`src/rtl/uvmon_params.svh`:
```
`ifndef UVMON_PARAMS_SVH
`define UVMON_PARAMS_SVH

// ************************************************************
// Register byte addresses
// ************************************************************
`define UVMON_MODE_ADDR 32'hFFFFF890
`define UVMON_THR_ADDR 32'hFFFFF894
`define UVMON_PROT_ADDR 32'hFFFFF898
`define UVMON_STAT_ADDR 32'hFFFFF89C
`define UVMON_MASK_ADDR 32'hFFFFF8A0
`define UVMON_CAUSE_ADDR 32'hFFFFF8A4

// ************************************************************
// Field positions
// ************************************************************
`define UVMON_EN_BIT 7
`define UVMON_MD_BIT 1
`define UVMON_FLAG_BIT 0
`define UVMON_EV_UV_BIT 0
`define UVMON_EV_PROT_BIT 1

// ************************************************************
// Reset values and codes
// ************************************************************
`define UVMON_MODE_RST 8'h00
`define UVMON_THR_RST 3'h0
`define UVMON_MASK_RST 2'h3
`define UVMON_CAUSE_RST 1'h0
`define UVMON_THR_MAX 3'h6
`define UVMON_KEY 8'hA5

`endif

```
`src/rtl/uvmon_pkg.sv`:
```
package uvmon_pkg;
  typedef logic [31:0] uvmon_addr_t;
  typedef logic [31:0] uvmon_word_t;
  typedef logic [2:0] uvmon_code_t;
  typedef enum logic [1:0] {LOCK_OPEN, LOCK_HELD, LOCK_SPENT} uvmon_lock_t;
  typedef enum logic {PROT_IDLE, PROT_ARMED} uvmon_prot_t;
endpackage

```
`src/rtl/uvmon_sync.sv`:
```
`timescale 1ns/1ps
`default_nettype none

module uvmon_sync (
  input wire logic i_mclk,
  input wire logic i_resetn,
  input wire logic i_async,
  output logic o_sync
);
  logic stage1;

  always_ff @(posedge i_mclk or negedge i_resetn) begin
    if (!i_resetn) begin
      stage1 <= 1'b0;
      o_sync <= 1'b0;
    end else begin
      stage1 <= i_async;
      o_sync <= stage1;
    end
  end
endmodule // uvmon_sync

`default_nettype wire

```
`src/rtl/uvmon_irq.sv`:
```
`timescale 1ns/1ps
`default_nettype none
`include "uvmon_params.svh"

module uvmon_irq (
  input wire logic i_mclk,
  input wire logic i_resetn,
  input wire logic [1:0] i_event,
  input wire logic [1:0] i_clear,
  input wire logic i_mask_wr,
  input wire logic [1:0] i_mask_data,
  output logic [1:0] o_status,
  output logic [1:0] o_mask,
  output logic o_irq
);
  wire logic [1:0] next_status = (o_status & ~i_clear) | i_event;

  always_ff @(posedge i_mclk or negedge i_resetn) begin
    if (!i_resetn) begin
      o_status <= 2'h0;
      o_mask <= `UVMON_MASK_RST;
    end else begin
      o_status <= next_status;
      if (i_mask_wr) begin
        o_mask <= i_mask_data;
      end
    end
  end

  assign o_irq = |(o_status & ~o_mask);
endmodule // uvmon_irq

`default_nettype wire

```
`src/rtl/uvmon_ctrl.sv`:
```
`timescale 1ns/1ps
`default_nettype none
`include "uvmon_params.svh"

module uvmon_ctrl
  import uvmon_pkg::*;
(
  input wire logic i_mclk,
  input wire logic i_resetn,
  input wire logic i_stop_mode,
  input wire logic i_below_threshold,
  input wire uvmon_pkg::uvmon_addr_t i_addr,
  input wire uvmon_pkg::uvmon_word_t i_wdata,
  input wire logic i_wr,
  input wire logic i_rd,
  input wire logic i_bit_en,
  input wire logic [2:0] i_bit_sel,
  output uvmon_pkg::uvmon_word_t o_rdata,
  output uvmon_pkg::uvmon_code_t o_threshold_code,
  output logic o_comparator_enable,
  output logic o_undervoltage_irq,
  output logic o_undervoltage_reset,
  output logic o_undervoltage_reset_cause_flag,
  output logic o_irq
);
  import uvmon_pkg::*;

  // ************************************************************
  // State
  // ************************************************************
  logic monitor_enable_bit;
  logic reset_mode_bit;
  logic below_sync;
  logic [1:0] en_settle;
  logic uv_irq_q;
  logic uv_rst_q;
  uvmon_lock_t lock_state;
  uvmon_lock_t next_lock;
  uvmon_prot_t prot_state;
  uvmon_prot_t next_prot;
  logic [1:0] irq_status;
  logic [1:0] irq_mask;

  // ************************************************************
  // Comparator input
  // ************************************************************
  // Free running on i_mclk; STOP does not gate it
  uvmon_sync u_sync (
    .i_mclk(i_mclk),
    .i_resetn(i_resetn),
    .i_async(i_below_threshold),
    .o_sync(below_sync)
  );

  // Hide synchroniser contents taken while the comparator was off
  always_ff @(posedge i_mclk or negedge i_resetn) begin
    if (!i_resetn) begin
      en_settle <= 2'h0;
    end else begin
      en_settle <= {en_settle[0], monitor_enable_bit};
    end
  end

  wire logic below_threshold_flag = monitor_enable_bit & en_settle[1] & below_sync;
  wire logic stop_seen = i_stop_mode;

  // ************************************************************
  // Address decode
  // ************************************************************
  wire logic hit_mode = (i_addr == `UVMON_MODE_ADDR);
  wire logic hit_thr = (i_addr == `UVMON_THR_ADDR);
  wire logic hit_prot = (i_addr == `UVMON_PROT_ADDR);
  wire logic hit_stat = (i_addr == `UVMON_STAT_ADDR);
  wire logic hit_mask = (i_addr == `UVMON_MASK_ADDR);
  wire logic hit_cause = (i_addr == `UVMON_CAUSE_ADDR);
  wire logic key_wr = i_wr & hit_prot & (i_wdata[7:0] == `UVMON_KEY);
  wire logic mode_wr = i_wr & hit_mode;
  wire logic armed = monitor_enable_bit & reset_mode_bit;
  wire logic locked = (lock_state == LOCK_HELD) | ((lock_state == LOCK_OPEN) & armed);
  wire logic mode_wr_ok = mode_wr & (prot_state == PROT_ARMED) & ~locked;
  wire logic prot_fault = mode_wr & (prot_state != PROT_ARMED);
  wire logic [7:0] mode_image = {monitor_enable_bit, 5'h00, reset_mode_bit,
                                 below_threshold_flag};

  // ************************************************************
  // Byte or single bit write image
  // ************************************************************
  logic [7:0] write_image;
  always_comb begin
    write_image = i_wdata[7:0];
    if (i_bit_en) begin
      write_image = mode_image;
      write_image[i_bit_sel] = i_wdata[0];
    end
  end

  // Bits 6..2 and the flag are not stored, so writes to them vanish
  wire logic next_en = write_image[`UVMON_EN_BIT] |
                       (monitor_enable_bit & reset_mode_bit);
  wire logic next_md = write_image[`UVMON_MD_BIT];

  wire logic [2:0] thr_wcode = i_wdata[2:0];
  wire logic thr_wr_ok = i_wr & hit_thr & ~locked & (thr_wcode <= `UVMON_THR_MAX);

  // ************************************************************
  // Mode and threshold registers
  // ************************************************************
  // Only i_resetn, the other reset sources, clears these
  always_ff @(posedge i_mclk or negedge i_resetn) begin
    if (!i_resetn) begin
      monitor_enable_bit <= 1'(`UVMON_MODE_RST >> `UVMON_EN_BIT);
      reset_mode_bit <= 1'b0;
    end else if (mode_wr_ok) begin
      monitor_enable_bit <= next_en;
      reset_mode_bit <= next_md;
    end
  end

  always_ff @(posedge i_mclk or negedge i_resetn) begin
    if (!i_resetn) begin
      o_threshold_code <= `UVMON_THR_RST;
    end else if (thr_wr_ok) begin
      o_threshold_code <= thr_wcode;
    end
  end

  // ************************************************************
  // Write protection
  // ************************************************************
  // Unlock holds for the very next strobe only
  always_comb begin
    next_prot = prot_state;
    case (prot_state)
      PROT_IDLE: begin
        if (key_wr) begin
          next_prot = PROT_ARMED;
        end
      end
      PROT_ARMED: begin
        if (i_wr | i_rd) begin
          next_prot = key_wr ? PROT_ARMED : PROT_IDLE;
        end
      end
      default: next_prot = PROT_IDLE;
    endcase
  end

  always_ff @(posedge i_mclk or negedge i_resetn) begin
    if (!i_resetn) begin
      prot_state <= PROT_IDLE;
    end else begin
      prot_state <= next_prot;
    end
  end

  // ************************************************************
  // Lock of the reset mode setting
  // ************************************************************
  wire logic uv_rst_rise = o_undervoltage_reset & ~uv_rst_q;

  always_comb begin
    next_lock = lock_state;
    case (lock_state)
      LOCK_OPEN: begin
        if (armed) begin
          next_lock = LOCK_HELD;
        end
      end
      LOCK_HELD: begin
        if (uv_rst_rise) begin
          next_lock = LOCK_SPENT;
        end
      end
      LOCK_SPENT: begin
        if (!armed) begin
          next_lock = LOCK_OPEN;
        end
      end
      default: next_lock = LOCK_OPEN;
    endcase
  end

  always_ff @(posedge i_mclk or negedge i_resetn) begin
    if (!i_resetn) begin
      lock_state <= LOCK_OPEN;
    end else begin
      lock_state <= next_lock;
    end
  end

  // ************************************************************
  // Detection outputs
  // ************************************************************
  assign o_comparator_enable = monitor_enable_bit;
  assign o_undervoltage_irq = below_threshold_flag & ~reset_mode_bit;
  assign o_undervoltage_reset = below_threshold_flag & reset_mode_bit;

  always_ff @(posedge i_mclk or negedge i_resetn) begin
    if (!i_resetn) begin
      uv_irq_q <= 1'b0;
      uv_rst_q <= 1'b0;
    end else begin
      uv_irq_q <= o_undervoltage_irq;
      uv_rst_q <= o_undervoltage_reset;
    end
  end

  // ************************************************************
  // Reset cause flag
  // ************************************************************
  wire logic cause_clr = i_wr & hit_cause & i_wdata[0];

  always_ff @(posedge i_mclk or negedge i_resetn) begin
    if (!i_resetn) begin
      o_undervoltage_reset_cause_flag <= `UVMON_CAUSE_RST;
    end else if (uv_rst_rise) begin
      o_undervoltage_reset_cause_flag <= 1'b1;
    end else if (cause_clr) begin
      o_undervoltage_reset_cause_flag <= 1'b0;
    end
  end

  // ************************************************************
  // Interrupt status and mask
  // ************************************************************
  wire logic [1:0] ev_vec;
  assign ev_vec[`UVMON_EV_UV_BIT] = o_undervoltage_irq & ~uv_irq_q;
  assign ev_vec[`UVMON_EV_PROT_BIT] = prot_fault;
  wire logic [1:0] stat_clr = (i_wr & hit_stat) ? i_wdata[1:0] : 2'h0;

  uvmon_irq u_irq (
    .i_mclk(i_mclk),
    .i_resetn(i_resetn),
    .i_event(ev_vec),
    .i_clear(stat_clr),
    .i_mask_wr(i_wr & hit_mask),
    .i_mask_data(i_wdata[1:0]),
    .o_status(irq_status),
    .o_mask(irq_mask),
    .o_irq(o_irq)
  );

  // ************************************************************
  // Read path
  // ************************************************************
  wire logic [7:0] read_sel =
    hit_mode ? mode_image :
    hit_thr ? {5'h00, o_threshold_code} :
    hit_stat ? {6'h00, irq_status} :
    hit_mask ? {6'h00, irq_mask} :
    hit_cause ? {7'h00, o_undervoltage_reset_cause_flag} :
    8'h00;

  always_ff @(posedge i_mclk or negedge i_resetn) begin
    if (!i_resetn) begin
      o_rdata <= 32'h00000000;
    end else begin
      o_rdata <= i_rd ? {24'h000000, read_sel} : 32'h00000000;
    end
  end
endmodule // uvmon_ctrl

`default_nettype wire

```
`config.mk`:
```
export PLATFORM = sky130hd
export DESIGN_NAME = uvmon_ctrl
export DESIGN_NICKNAME = d
export VERILOG_FILES = /design/src/rtl/uvmon_pkg.sv /design/src/rtl/uvmon_sync.sv /design/src/rtl/uvmon_irq.sv /design/src/rtl/uvmon_ctrl.sv
export VERILOG_INCLUDE_DIRS = /design/src /design/src/rtl
export SDC_FILE = /design/constraint.sdc
export NUM_CORES = 1
export LEC_CHECK = 0
export BUFFER_PORTS_ARGS = -buffer_cell sky130_fd_sc_hd__buf_2
export CORE_ASPECT_RATIO = 0.8
export CORE_MARGIN = 2
export CORE_UTILIZATION = 40
export CTS_CLUSTER_SIZE = 24
export DETAILED_ROUTE_END_ITERATION = 6
export HOLD_SLACK_MARGIN = 0.02
export PLACE_DENSITY = 0.83
export REMOVE_ABC_BUFFERS = 1
export SLEW_MARGIN = 20
export SYNTH_ARGS = -nofsm -noshare
export SYNTH_HDL_FRONTEND = slang
export SYNTH_HIERARCHICAL = 1
export SYNTH_SLANG_ARGS = --single-unit
```
`constraint.sdc`:
```
create_clock -name i_mclk -period 1.6 [get_ports i_mclk]
set_input_delay 0.32 -clock i_mclk [delete_from_list [all_inputs] [get_ports i_mclk]]
set_output_delay 0.32 -clock i_mclk [all_outputs]
set_load 0.05 [all_outputs]
```
==> flow_metrics.env, run 1 <==
export IMPL_cts_hold_fix_buffers=0
export IMPL_post_route_cell_area_um2=2110
export IMPL_start_of_the_worst_register_to_register_path="o_comparator_enable$_DFFE_PN0P_"
export IMPL_ys_ff_latch=23
export IMPL_cts_tree="yes"
export IMPL_cp_startpoint="i_addr[8]"
export IMPL_cts_inserted_buffers=3
export IMPL_yosysTopAreaCell="sky130_fd_sc_hd__dfrtp_1"
export IMPL_final_skew_ns=0.0112
export IMPL_cts_buffer_depth=2
export IMPL_clk_insertion_delay_late_ns=0.27
export IMPL_synth_common_cells="sky130_fd_sc_hd__buf_4, sky130_fd_sc_hd__dfrtp_1, sky130_fd_sc_hd__nand3_1"
export IMPL_pwrdens_nw_per_um2=601
export IMPL_dr_total_vias=1513
export IMPL_synthesis_instances=161
export IMPL_placementRows=19
export IMPL_placement_io_buffers=60
export IMPL_post_synth_instance_area_um2=1510
export IMPL_vias_in_the_first_global_route=1464
export IMPL_finalNetCount=321
export IMPL_synth_warning_count=6
export IMPL_first_pass_iters=4
export IMPL_hold_viol=0
export IMPL_postPlaceCellArea_um2=1920
export IMPL_ff_latch_area_um2=578
export IMPL_leak_nw=1.03
export IMPL_internal_power_w=0.000847
export IMPL_yosysMostFrequentCell="sky130_fd_sc_hd__buf_4"
export IMPL_run_status="complete, but fails checks"
export IMPL_filler_cell_count=293
export IMPL_share_seq_of_total_power_pct=46.0
export IMPL_postRouteAntennaNets=0
export IMPL_layout_drive_gt1_share_pct=45.5
export IMPL_syn2layout_area_growth_pct=39.6
export IMPL_ys_dominant_reg_cell="sky130_fd_sc_hd__dfrtp_1"
export IMPL_die_area_um2=4300
export IMPL_clock_root_buffer="sky130_fd_sc_hd__clkbuf_8"
export IMPL_ir_worst_vdd_mv=0.485
export IMPL_worstPathRequired_ns=1.77
export IMPL_cp_end_kind="flip-flop"
export IMPL_async_flop_share_pct=100
export IMPL_crit_path_max_fanout=7
export IMPL_fp_dieH_um=59.0
export IMPL_synth_enable_flop_cells=0
export IMPL_start_util_pct=43.0
export IMPL_routed_wire_length_per_instance_um=14.3
export IMPL_grt_max_degree=24
export IMPL_finalCritPeriodShare_pct=105
export IMPL_hold_class="input pin to async pin"
export IMPL_routabilityCongestion=0.867
export IMPL_floorplan_core_area_um2=3520
export IMPL_comb_power_share_pct=24.4
export IMPL_wl_mm=4.12
export IMPL_rsz0062_at_grt="true"
export IMPL_synth_top_cell_area_share_pct=34.7
export IMPL_max_cap_viol_count=0
export IMPL_period_minus_slack_ns=1.68
export IMPL_failed_checks="negative setup slack"
export IMPL_slew_headroom_pct=65.7
export IMPL_clock_network_fraction_of_design_power_pct=29.6
export IMPL_finalSetupViolations=7
export IMPL_cts_sinks=23
export IMPL_setup_slack_ns=-0.0812
export IMPL_fmax_mhz=595
export IMPL_pre_cts_slack_ns=-0.528
export IMPL_power_share_switching_pct=33.4
export IMPL_slew_viol_final=0
export IMPL_cts_htree_levels=1
export IMPL_clk_transition_reported_paths_ns=0.09
export IMPL_final_routed_drc_violation_total=0
export IMPL_antenna_cells_inserted=0
export IMPL_gr_usage_all_layers_pct=21.0
export IMPL_synth_area_per_cell_um2=9.40
export IMPL_timing_worst_setup_path_type="input pin to flip-flop"
export IMPL_synth_distinct_cells=48
export IMPL_drt_iter0_markers=110
export IMPL_io_pins=114
export IMPL_most_area_consuming_cells_after_synthesis="sky130_fd_sc_hd__dfrtp_1, sky130_fd_sc_hd__buf_4, sky130_fd_sc_hd__dfstp_2"
export IMPL_dp_hpwl_mm=3.26
export IMPL_grt_overflow=0
export IMPL_vias_per_cell=5.25
export IMPL_synth_seq_area_share_pct=38.2
export IMPL_cp_arrival_ns=1.85
export IMPL_grt_antenna_before_repair=0
export IMPL_die_w_um=72.8
export IMPL_cp_start_kind="input pin"
export IMPL_grt_pass1_wl_mm=6.91
export IMPL_worst_pin_slew_ns=0.515
export IMPL_net_switching_power_figure_w=0.000424
export IMPL_multi_input_area_um2=881
## critical path, cell delays in order
cell                       delay [ns]
sky130_fd_sc_hd__buf_6           0.08
sky130_fd_sc_hd__nand4b_1        0.18
sky130_fd_sc_hd__or4_4           0.62
sky130_fd_sc_hd__or4_1           0.52
sky130_fd_sc_hd__o21a_1          0.12
## metal layers
| layer | global-route usage [%] | vias to the layer above | routed length (µm) |
|---|---|---|---|
| li1 | - | 715 | - |
| met1 | 28.6 | 727 | 1770 |
| met2 | 34.7 | 67 | 2050 |
| met3 | 4.76 | 4 | 272 |
| met4 | 4.23 | 0 | 24 |
| met5 | 0 | - | 0 |
## timing repair
item,in CTS,in global routing
resized for setup,15,13
buffers inserted,1,0
pin swaps,2,5
setup endpoints to repair,9,12
## final timing paths
kind	to	slack, ns	cells past startpoint
min	uv_rst_q$_DFF_PN0_	0.009	1
max	o_threshold_code[2]$_DFFE_PN0P_	-0.08	5
max reg2reg	o_comparator_enable$_DFFE_PN0P_	0.08	4
max in group asynchronous	u_irq/o_mask[1]$_DFFE_PN1P_	1.22	1
min in group i_mclk	u_sync/stage1$_DFF_PN0_	0.15	1
min reg2reg	en_settle[1]$_DFF_PN0_	0.36	0
## power groups by stage
stage	Combinational (W)	Sequential, W	Clock, W
final	0.000310	0.000585	0.000376
after global routing	0.000330	0.000586	0.000410
after floorplan	0.000175	0.000596	0
after global placement	0.000289	0.000596	0
after detailed placement	0.000295	0.000596	0
after CTS	0.000299	0.000585	0.000385
## layout by cell type (no fill, tap or decap), types with 2 or more instances in the layout
cell / n
sky130_fd_sc_hd__mux2_2: 2
sky130_fd_sc_hd__nand4_1: 3
sky130_fd_sc_hd__nor2_4: 2
sky130_fd_sc_hd__nor4b_1: 2
sky130_fd_sc_hd__nor3_1: 6
sky130_fd_sc_hd__o41ai_2: 2
sky130_fd_sc_hd__clkbuf_8: 3
sky130_fd_sc_hd__buf_2: 55
sky130_fd_sc_hd__nor4_1: 2
sky130_fd_sc_hd__and4_2: 2
sky130_fd_sc_hd__nor4_2: 3
sky130_fd_sc_hd__mux2i_1: 3
sky130_fd_sc_hd__inv_1: 8
sky130_fd_sc_hd__nor2_1: 3
sky130_fd_sc_hd__nand4b_1: 3
sky130_fd_sc_hd__o21bai_1: 2
sky130_fd_sc_hd__nand3_1: 8
sky130_fd_sc_hd__dfstp_2: 2
sky130_fd_sc_hd__a21oi_1: 3
sky130_fd_sc_hd__o31a_1: 2
sky130_fd_sc_hd__o21ai_0: 3
sky130_fd_sc_hd__nor2b_1: 3
sky130_fd_sc_hd__conb_1: 28
sky130_fd_sc_hd__a21o_1: 2
sky130_fd_sc_hd__o2111ai_1: 2
sky130_fd_sc_hd__buf_6: 6
sky130_fd_sc_hd__nand2_1: 6
sky130_fd_sc_hd__dfrtp_1: 21
sky130_fd_sc_hd__and2_1: 4
sky130_fd_sc_hd__and3_1: 3
sky130_fd_sc_hd__buf_4: 24
## flip-flops by register name (all words and copies together), names as in the netlist, 2 cells and up
register and count:
o_rdata 4, o_threshold_code 3, en_settle 2, lock_state 2, u_irq/o_mask 2, u_irq/o_status 2
## final cells by class
class | count | area share, %
clock buffer | 3 | 1.95
clock inverter | 1 | 0.355
inverter | 8 | 1.42
multi-input combinational | 126 | 41.7
sequential | 23 | 27.4
tap | 42 | 2.49
timing repair buffer | 85 | 24.7
## stage by stage
stage	TNS, ns	total power, W	utilization [%]	hold WS, ns	instances
finish	-0.175	0.00127	60.1	0.00876	288
CTS	-0.250	0.00127	58.1	0.0205	288
detailed placement	-4.28	0.000891	54.5	0.320	283
global placement	-3.58	0.000884	54.5	0.311	283
global route	-0.670	0.00133	60.1	0.0467	288
floorplan	-2.62	0.000770	-	0.0244	157
## cell families (layout without fill, tap and decap cells)
logic type	after synthesis	count (layout)	synth area share, %
AOI/OAI and AO/OA	27	27	13.1
buffers and inverters	39	97	17.2
DFF	23	23	38.2
muxes	6	6	4.21
other	1	28	0.248
and+or+nand+nor	65	65	27.0
Power figures use the tool's default switching activity.
==> run 2, diff against run 1 <==
==> constraint.sdc (replaced) <==
create_clock -name i_mclk -period 1.6 [get_ports i_mclk]
set_input_delay 0.08 -clock i_mclk [delete_from_list [all_inputs] [get_ports i_mclk]]
set_output_delay 0.08 -clock i_mclk [all_outputs]
set_load 0.05 [all_outputs]
==> run 2 against run 1 <==
  * The run now ends clean
  * Die area stayed put
  * Flip-flop and latch count stayed put
  * Setup slack better by 0.19 ns
  * Cell count is 4.5% lower
  * Total power is 3.7% lower
  * Sequential share of layout area is 3.3 points higher
  * Sequential power hardly changed
  * Fmax is 13% higher
  * Worst hold slack better by 0.077 ns
  * Critical path type unchanged
==> flow_metrics.env, run 2 (synthesized netlist as in run 1, its figures left out) <==
export IMPL_run_status="completed"
export IMPL_ir_worst_vdd_mv=0.413
export IMPL_clock_network_fraction_of_design_power_pct=28.9
export IMPL_finalNetCount=308
export IMPL_die_area_um2=4300
export IMPL_io_pins=114
export IMPL_hold_viol=0
export IMPL_clk_insertion_delay_late_ns=0.26
export IMPL_mostFrequentLayoutCell="sky130_fd_sc_hd__buf_2"
export IMPL_rsz0062_at_grt="false"
export IMPL_worst_hold_startpoint="i_rd"
export IMPL_multi_input_area_um2=785
export IMPL_share_seq_of_total_power_pct=47.8
export IMPL_filler_cell_count=342
export IMPL_worst_pin_slew_ns=0.504
export IMPL_timing_worst_setup_path_type="input pin to flip-flop"
export IMPL_pwrdens_nw_per_um2=649
export IMPL_crit_path_max_fanout=8
export IMPL_layout_drive_gt1_share_pct=36.1
export IMPL_wl_mm=3.72
export IMPL_first_pass_iters=4
export IMPL_largestRegisters="o_rdata x4, o_threshold_code x3"
export IMPL_timing_reg2reg_worst_path_depth=5
export IMPL_flip_flop_count_of_the_largest_register_after_layout=4
export IMPL_grt_pass1_wl_mm=6.35
export IMPL_post_route_cell_area_um2=1890
export IMPL_postPlaceCellArea_um2=1810
export IMPL_finalSetupTns_ns=0
export IMPL_cts_htree_levels=1
export IMPL_worst_hold_slack_ns=0.0855
export IMPL_clk_transition_reported_paths_ns=0.08
export IMPL_final_skew_ns=0.00483
export IMPL_internal_power_w=0.000830
export IMPL_syn2layout_area_growth_pct=24.6
export IMPL_cp_arrival_ns=1.64
export IMPL_reg2reg_slack_ns=0.13
export IMPL_ff_latch_area_um2=578
export IMPL_placementRows=19
export IMPL_cp_start_kind="input pin"
export IMPL_placement_io_buffers=60
export IMPL_final_routed_drc_violation_total=0
export IMPL_routabilityCongestion=0.861
export IMPL_dr_total_vias=1438
export IMPL_grt_max_degree=24
export IMPL_worstPathRequired_ns=1.75
export IMPL_gr_usage_all_layers_pct=19.0
export IMPL_comb_power_share_pct=23.3
export IMPL_cts_buffer_depth=2
export IMPL_finalCritPeriodShare_pct=93.1
export IMPL_routed_wire_length_per_instance_um=13.5
export IMPL_cp_end_kind="flip-flop"
export IMPL_fp_dieH_um=59.0
export IMPL_vias_in_the_first_global_route=1384
export IMPL_fin_cells=275
export IMPL_postRouteAntennaNets=0
export IMPL_die_w_um=72.8
export IMPL_max_cap_viol_count=0
export IMPL_drt_iter0_markers=82
export IMPL_finalSetupViolations=0
export IMPL_hold_class="input pin to flip-flop"
export IMPL_numPlacedInstances=269
export IMPL_period_minus_slack_ns=1.49
export IMPL_cts_inserted_buffers=3
export IMPL_clock_root_buffer="sky130_fd_sc_hd__clkbuf_8"
export IMPL_dp_hpwl_mm=3.07
export IMPL_grt_antenna_before_repair=0
export IMPL_vias_per_cell=5.23
export IMPL_net_switching_power_figure_w=0.000394
export IMPL_slew_headroom_pct=66.4
export IMPL_fmax_mhz=672
export IMPL_antenna_cells_inserted=0
export IMPL_start_util_pct=43.0
export IMPL_final_cell_mix="sky130_fd_sc_hd__buf_2, sky130_fd_sc_hd__conb_1, sky130_fd_sc_hd__dfrtp_1"
export IMPL_min_delay_worst_endpoint="o_rdata[2]$_DFF_PN0_"
export IMPL_rr_endpoint="o_threshold_code[1]$_DFFE_PN0P_"
export IMPL_grt_overflow=0
export IMPL_cts_tree="yes"
export IMPL_cts_sinks=23
export IMPL_floorplan_core_area_um2=3520
export IMPL_hold_path_depth=3
export IMPL_start_of_the_worst_register_to_register_path="reset_mode_bit$_DFFE_PN0P_"
export IMPL_power_share_switching_pct=32.2
export IMPL_slew_viol_final=0
export IMPL_leak_nw=0.956
export IMPL_largest_register="o_rdata"
==> run 2: cell types whose count changed in the layout (fill, tap and decap cells not counted), sizes merged <==
cell,previous run,this run
buf,85,70
clkinv,0,1
clkinvlp,1,0
dlygate4sd3,0,2
==> run 2: metrics by stage <==
stage / setup slack (ns) / utilization, % / total power, W
after detailed placement: -0.276 / 51.5 / 0.000875
after floorplan: -0.262 / - / 0.000770
after global routing: 0.00474 / 53.6 / 0.00129
after global placement: -0.203 / 51.5 / 0.000870
after CTS: 0.0145 / 53.4 / 0.00123
final: 0.111 / 53.6 / 0.00122
==> run 2: timing repair <==
action | 4_1_cts | 5_1_grt
gates resized for setup | 0 | 2
buffers inserted | 0 | 0
hold buffers | 2 | 0
setup endpoints to repair | 0 | 2
hold endpoints to repair | 22 | 0
==> run 2: area by class of cell <==
type | instances | share of cell area (%)
clock buffer | 3 | 2.19
timing repair buffer | 72 | 21.0
inverter | 8 | 1.59
clock inverter | 1 | 0.265
tap | 42 | 2.79
multi-input combinational | 126 | 41.6
sequential | 23 | 30.6
==> run 2: worst max path at each step <==
stage	startpoint	to	slack [ns]	cells past startpoint
6_report	i_addr[8]	o_comparator_enable$_DFFE_PN0P_	0.11	5
5_1_grt	o_comparator_enable$_DFFE_PN0P_	o_undervoltage_irq	0.005	4
4_1_cts	i_addr[8]	o_comparator_enable$_DFFE_PN0P_	0.01	5
3_5_place_dp	i_addr[8]	o_comparator_enable$_DFFE_PN0P_	-0.28	5
3_3_place_gp	i_addr[8]	o_comparator_enable$_DFFE_PN0P_	-0.20	5
2_1_floorplan	o_comparator_enable$_DFFE_PN0P_	uv_irq_q$_DFF_PN0_	-0.26	2
==> run 2: per-layer routing <==
| layer | GRT usage (%) | up-vias | share of wire (%) |
|---|---|---|---|
| li1 | - | 692 | - |
| met1 | 26.3 | 684 | 45 |
| met2 | 30.8 | 60 | 47 |
| met3 | 4.25 | 2 | 7.2 |
| met4 | 3.97 | 0 | 0.30 |
| met5 | 0 | - | 0 |
==> run 2: power groups by stage <==
stage | sequential [W] | clock, W | combinational, W
floorplan | 0.000596 | 0 | 0.000175
global route | 0.000585 | 0.000400 | 0.000306
finish | 0.000584 | 0.000354 | 0.000286
CTS | 0.000584 | 0.000366 | 0.000283
detailed placement | 0.000596 | 0 | 0.000279
global placement | 0.000596 | 0 | 0.000275
==> run 2: worst max-delay path, cell delays in order <==
cell and delay (ns):
sky130_fd_sc_hd__buf_2 0.09, sky130_fd_sc_hd__nand4b_1 0.18, sky130_fd_sc_hd__or4_4 0.61, sky130_fd_sc_hd__nor4_1 0.33, sky130_fd_sc_hd__mux2_1 0.35
==> run 3, diff against run 2 <==
--- a/config.mk
+++ b/config.mk
@@ -9,11 +9,11 @@
 export BUFFER_PORTS_ARGS = -buffer_cell sky130_fd_sc_hd__buf_2
 export CORE_ASPECT_RATIO = 0.8
 export CORE_MARGIN = 2
-export CORE_UTILIZATION = 40
+export CORE_UTILIZATION = 36
 export CTS_CLUSTER_SIZE = 24
 export DETAILED_ROUTE_END_ITERATION = 6
 export HOLD_SLACK_MARGIN = 0.02
-export PLACE_DENSITY = 0.83
+export PLACE_DENSITY = 0.79
 export REMOVE_ABC_BUFFERS = 1
 export SLEW_MARGIN = 20
 export SYNTH_ARGS = -nofsm -noshare
==> constraint.sdc (replaced) <==
create_clock -name i_mclk -period 1.2 [get_ports i_mclk]
set_input_delay 0.06 -clock i_mclk [delete_from_list [all_inputs] [get_ports i_mclk]]
set_output_delay 0.06 -clock i_mclk [all_outputs]
set_load 0.05 [all_outputs]
==> run 3 against run 2 <==
  * The run now ends with negative setup slack left
  * Design area increased by 21%
  * Clock skew decreased by 0.0032 ns
  * Sequential share of layout area decreased by 5.2 points
  * Count of clock-buffer cells in the layout increased by 1
  * Via count increased by 6.7%
  * Flip-flop and latch count unchanged
  * First-iteration DRC count increased by 71%
  * Routed wire length increased by 15%
  * Critical endpoint is now o_threshold_code[2]$_DFFE_PN0P_
==> flow_metrics.env, run 3 (synthesized netlist as in run 1, its figures left out) <==
export IMPL_share_seq_of_total_power_pct=45.9
export IMPL_run_status="complete, but fails checks"
export IMPL_timing_worst_setup_path_type="input pin to flip-flop"
export IMPL_cp_start_kind="input pin"
export IMPL_layout_drive_gt1_share_pct=49.6
export IMPL_crit_end="o_threshold_code[2]$_DFFE_PN0P_"
export IMPL_power_w=0.00170
export IMPL_finalNetCount=333
export IMPL_antenna_cells_inserted=0
export IMPL_routabilityCongestion=0.887
export IMPL_wl_mm=4.29
export IMPL_drt_iter0_markers=140
export IMPL_finalCritPeriodShare_pct=116
export IMPL_power_share_switching_pct=33.4
export IMPL_routed_wire_length_per_instance_um=13.6
export IMPL_internal_power_w=0.00113
export IMPL_syn2layout_area_growth_pct=50.2
export IMPL_pwrdens_nw_per_um2=747
export IMPL_grt_overflow=0
export IMPL_slew_viol_final=0
export IMPL_cts_inserted_buffers=3
export IMPL_cp_end_kind="flip-flop"
export IMPL_comb_power_share_pct=24.5
export IMPL_die_area_um2=4740
export IMPL_finalSetupViolations=11
export IMPL_largest_register="o_rdata"
export IMPL_worst_hold_startpoint="i_rd"
export IMPL_cp_startpoint="i_addr[10]"
export IMPL_die_w_um=76.5
export IMPL_final_cell_mix="sky130_fd_sc_hd__buf_2, sky130_fd_sc_hd__buf_4, sky130_fd_sc_hd__conb_1"
export IMPL_largestRegisters="o_rdata x4, o_threshold_code x3"
export IMPL_placementRows=21
export IMPL_start_util_pct=36.9
export IMPL_finalSetupTns_ns=-1.43
export IMPL_rr_endpoint="o_comparator_enable$_DFFE_PN0P_"
export IMPL_worstPathRequired_ns=1.37
export IMPL_clock_root_buffer="sky130_fd_sc_hd__clkbuf_8"
export IMPL_grt_antenna_before_repair=0
export IMPL_floorplan_core_area_um2=4100
export IMPL_rsz0062_at_grt="true"
export IMPL_setup_slack_ns=-0.187
export IMPL_hold_viol=0
export IMPL_timing_reg2reg_worst_path_depth=4
export IMPL_flip_flop_count_of_the_largest_register_after_layout=4
export IMPL_cts_sinks=23
export IMPL_reg2reg_slack_ns=-0.18
export IMPL_max_cap_viol_count=0
export IMPL_vias_in_the_first_global_route=1467
export IMPL_final_routed_drc_violation_total=0
export IMPL_mostFrequentLayoutCell="sky130_fd_sc_hd__buf_2"
export IMPL_clk_transition_reported_paths_ns=0.08
export IMPL_worst_pin_slew_ns=0.534
export IMPL_dp_hpwl_mm=3.16
export IMPL_postRouteAntennaNets=0
export IMPL_vias_per_cell=4.87
export IMPL_ir_worst_vdd_mv=0.365
export IMPL_hold_class="input pin to flip-flop"
export IMPL_period_minus_slack_ns=1.39
export IMPL_slew_headroom_pct=64.4
export IMPL_finalCoreUtilization_pct=55.5
export IMPL_io_pins=114
export IMPL_start_of_the_worst_register_to_register_path="o_comparator_enable$_DFFE_PN0P_"
export IMPL_cts_tree="yes"
export IMPL_clock_network_fraction_of_design_power_pct=29.6
export IMPL_gr_usage_all_layers_pct=18.8
export IMPL_first_pass_iters=4
export IMPL_post_route_cell_area_um2=2270
export IMPL_cts_buffer_depth=2
export IMPL_grt_max_degree=24
export IMPL_final_skew_ns=0.00166
export IMPL_cp_arrival_ns=1.56
export IMPL_cts_htree_levels=1
export IMPL_failed_checks="negative setup slack"
export IMPL_clk_insertion_delay_late_ns=0.27
export IMPL_placement_io_buffers=60
export IMPL_grt_pass1_wl_mm=6.91
export IMPL_crit_path_max_fanout=5
export IMPL_leak_nw=1.13
export IMPL_fp_dieH_um=62
export IMPL_net_switching_power_figure_w=0.000567
export IMPL_dr_total_vias=1534
export IMPL_postPlaceCellArea_um2=1970
export IMPL_pre_cts_slack_ns=-0.576
export IMPL_fmax_mhz=721
[run 3: final cells by class]
| type | instances | area (µm²) |
|---|---|---|
| inverters | 8 | 30.0 |
| multi-input cells | 126 | 925 |
| repair buffers | 97 | 626 |
| well taps | 57 | 71.3 |
| flip-flops and latches | 23 | 578 |
| fillers | 368 | 1820 |
| clock buffers | 4 | 45.0 |
[run 3: power groups by stage]
| stage | Combinational (W) | Clock (W) | Sequential (W) |
|---|---|---|---|
| finish | 0.000417 | 0.000504 | 0.000780 |
| global route | 0.000449 | 0.000536 | 0.000780 |
| detailed placement | 0.000391 | 0 | 0.000794 |
| CTS | 0.000406 | 0.000497 | 0.000780 |
| global placement | 0.000387 | 0 | 0.000794 |
| floorplan | 0.000233 | 0 | 0.000794 |
[run 3: per-stage QoR]
stage	cells	hold WS (ns)
finish	315	0.0602
CTS	313	0.0558
floorplan	157	-0.236
detailed placement	303	0.0651
global route	315	0.0876
global placement	303	0.0598
[run 3: metal layers]
metal  GRT usage (%)  wire (µm)
met1            23.9       1810
met2            34.9       2100
met3            3.90        363
met4            2.34         15
met5               0          0
[run 3: timing repair]
item / 4_1_cts / 5_1_grt
endpoints found under the setup margin: 15 / 19
setup buffers: 4 / 2
pin swaps: 6 / 4
endpoints found under the hold margin: 22 / 0
gates resized for setup: 31 / 12
hold buffers: 2 / 0
[run 3: how the worst min path moves through the flow]
stage | endpoint | slack [ns] | depth (start not counted)
after floorplan | en_settle[0]$_DFF_PN0_ | -0.24 | 0
after global placement | o_rdata[0]$_DFF_PN0_ | 0.06 | 1
after detailed placement | o_rdata[0]$_DFF_PN0_ | 0.07 | 1
after CTS | o_rdata[2]$_DFF_PN0_ | 0.06 | 3
after global routing | o_rdata[2]$_DFF_PN0_ | 0.09 | 3
final | o_rdata[2]$_DFF_PN0_ | 0.06 | 3
[run 3: critical path, cell delays in order]
cell and delay [ns]:
sky130_fd_sc_hd__buf_6 0.08, sky130_fd_sc_hd__nand4b_1 0.18, sky130_fd_sc_hd__or4_4 0.61, sky130_fd_sc_hd__or4_1 0.52, sky130_fd_sc_hd__o21a_1 0.11
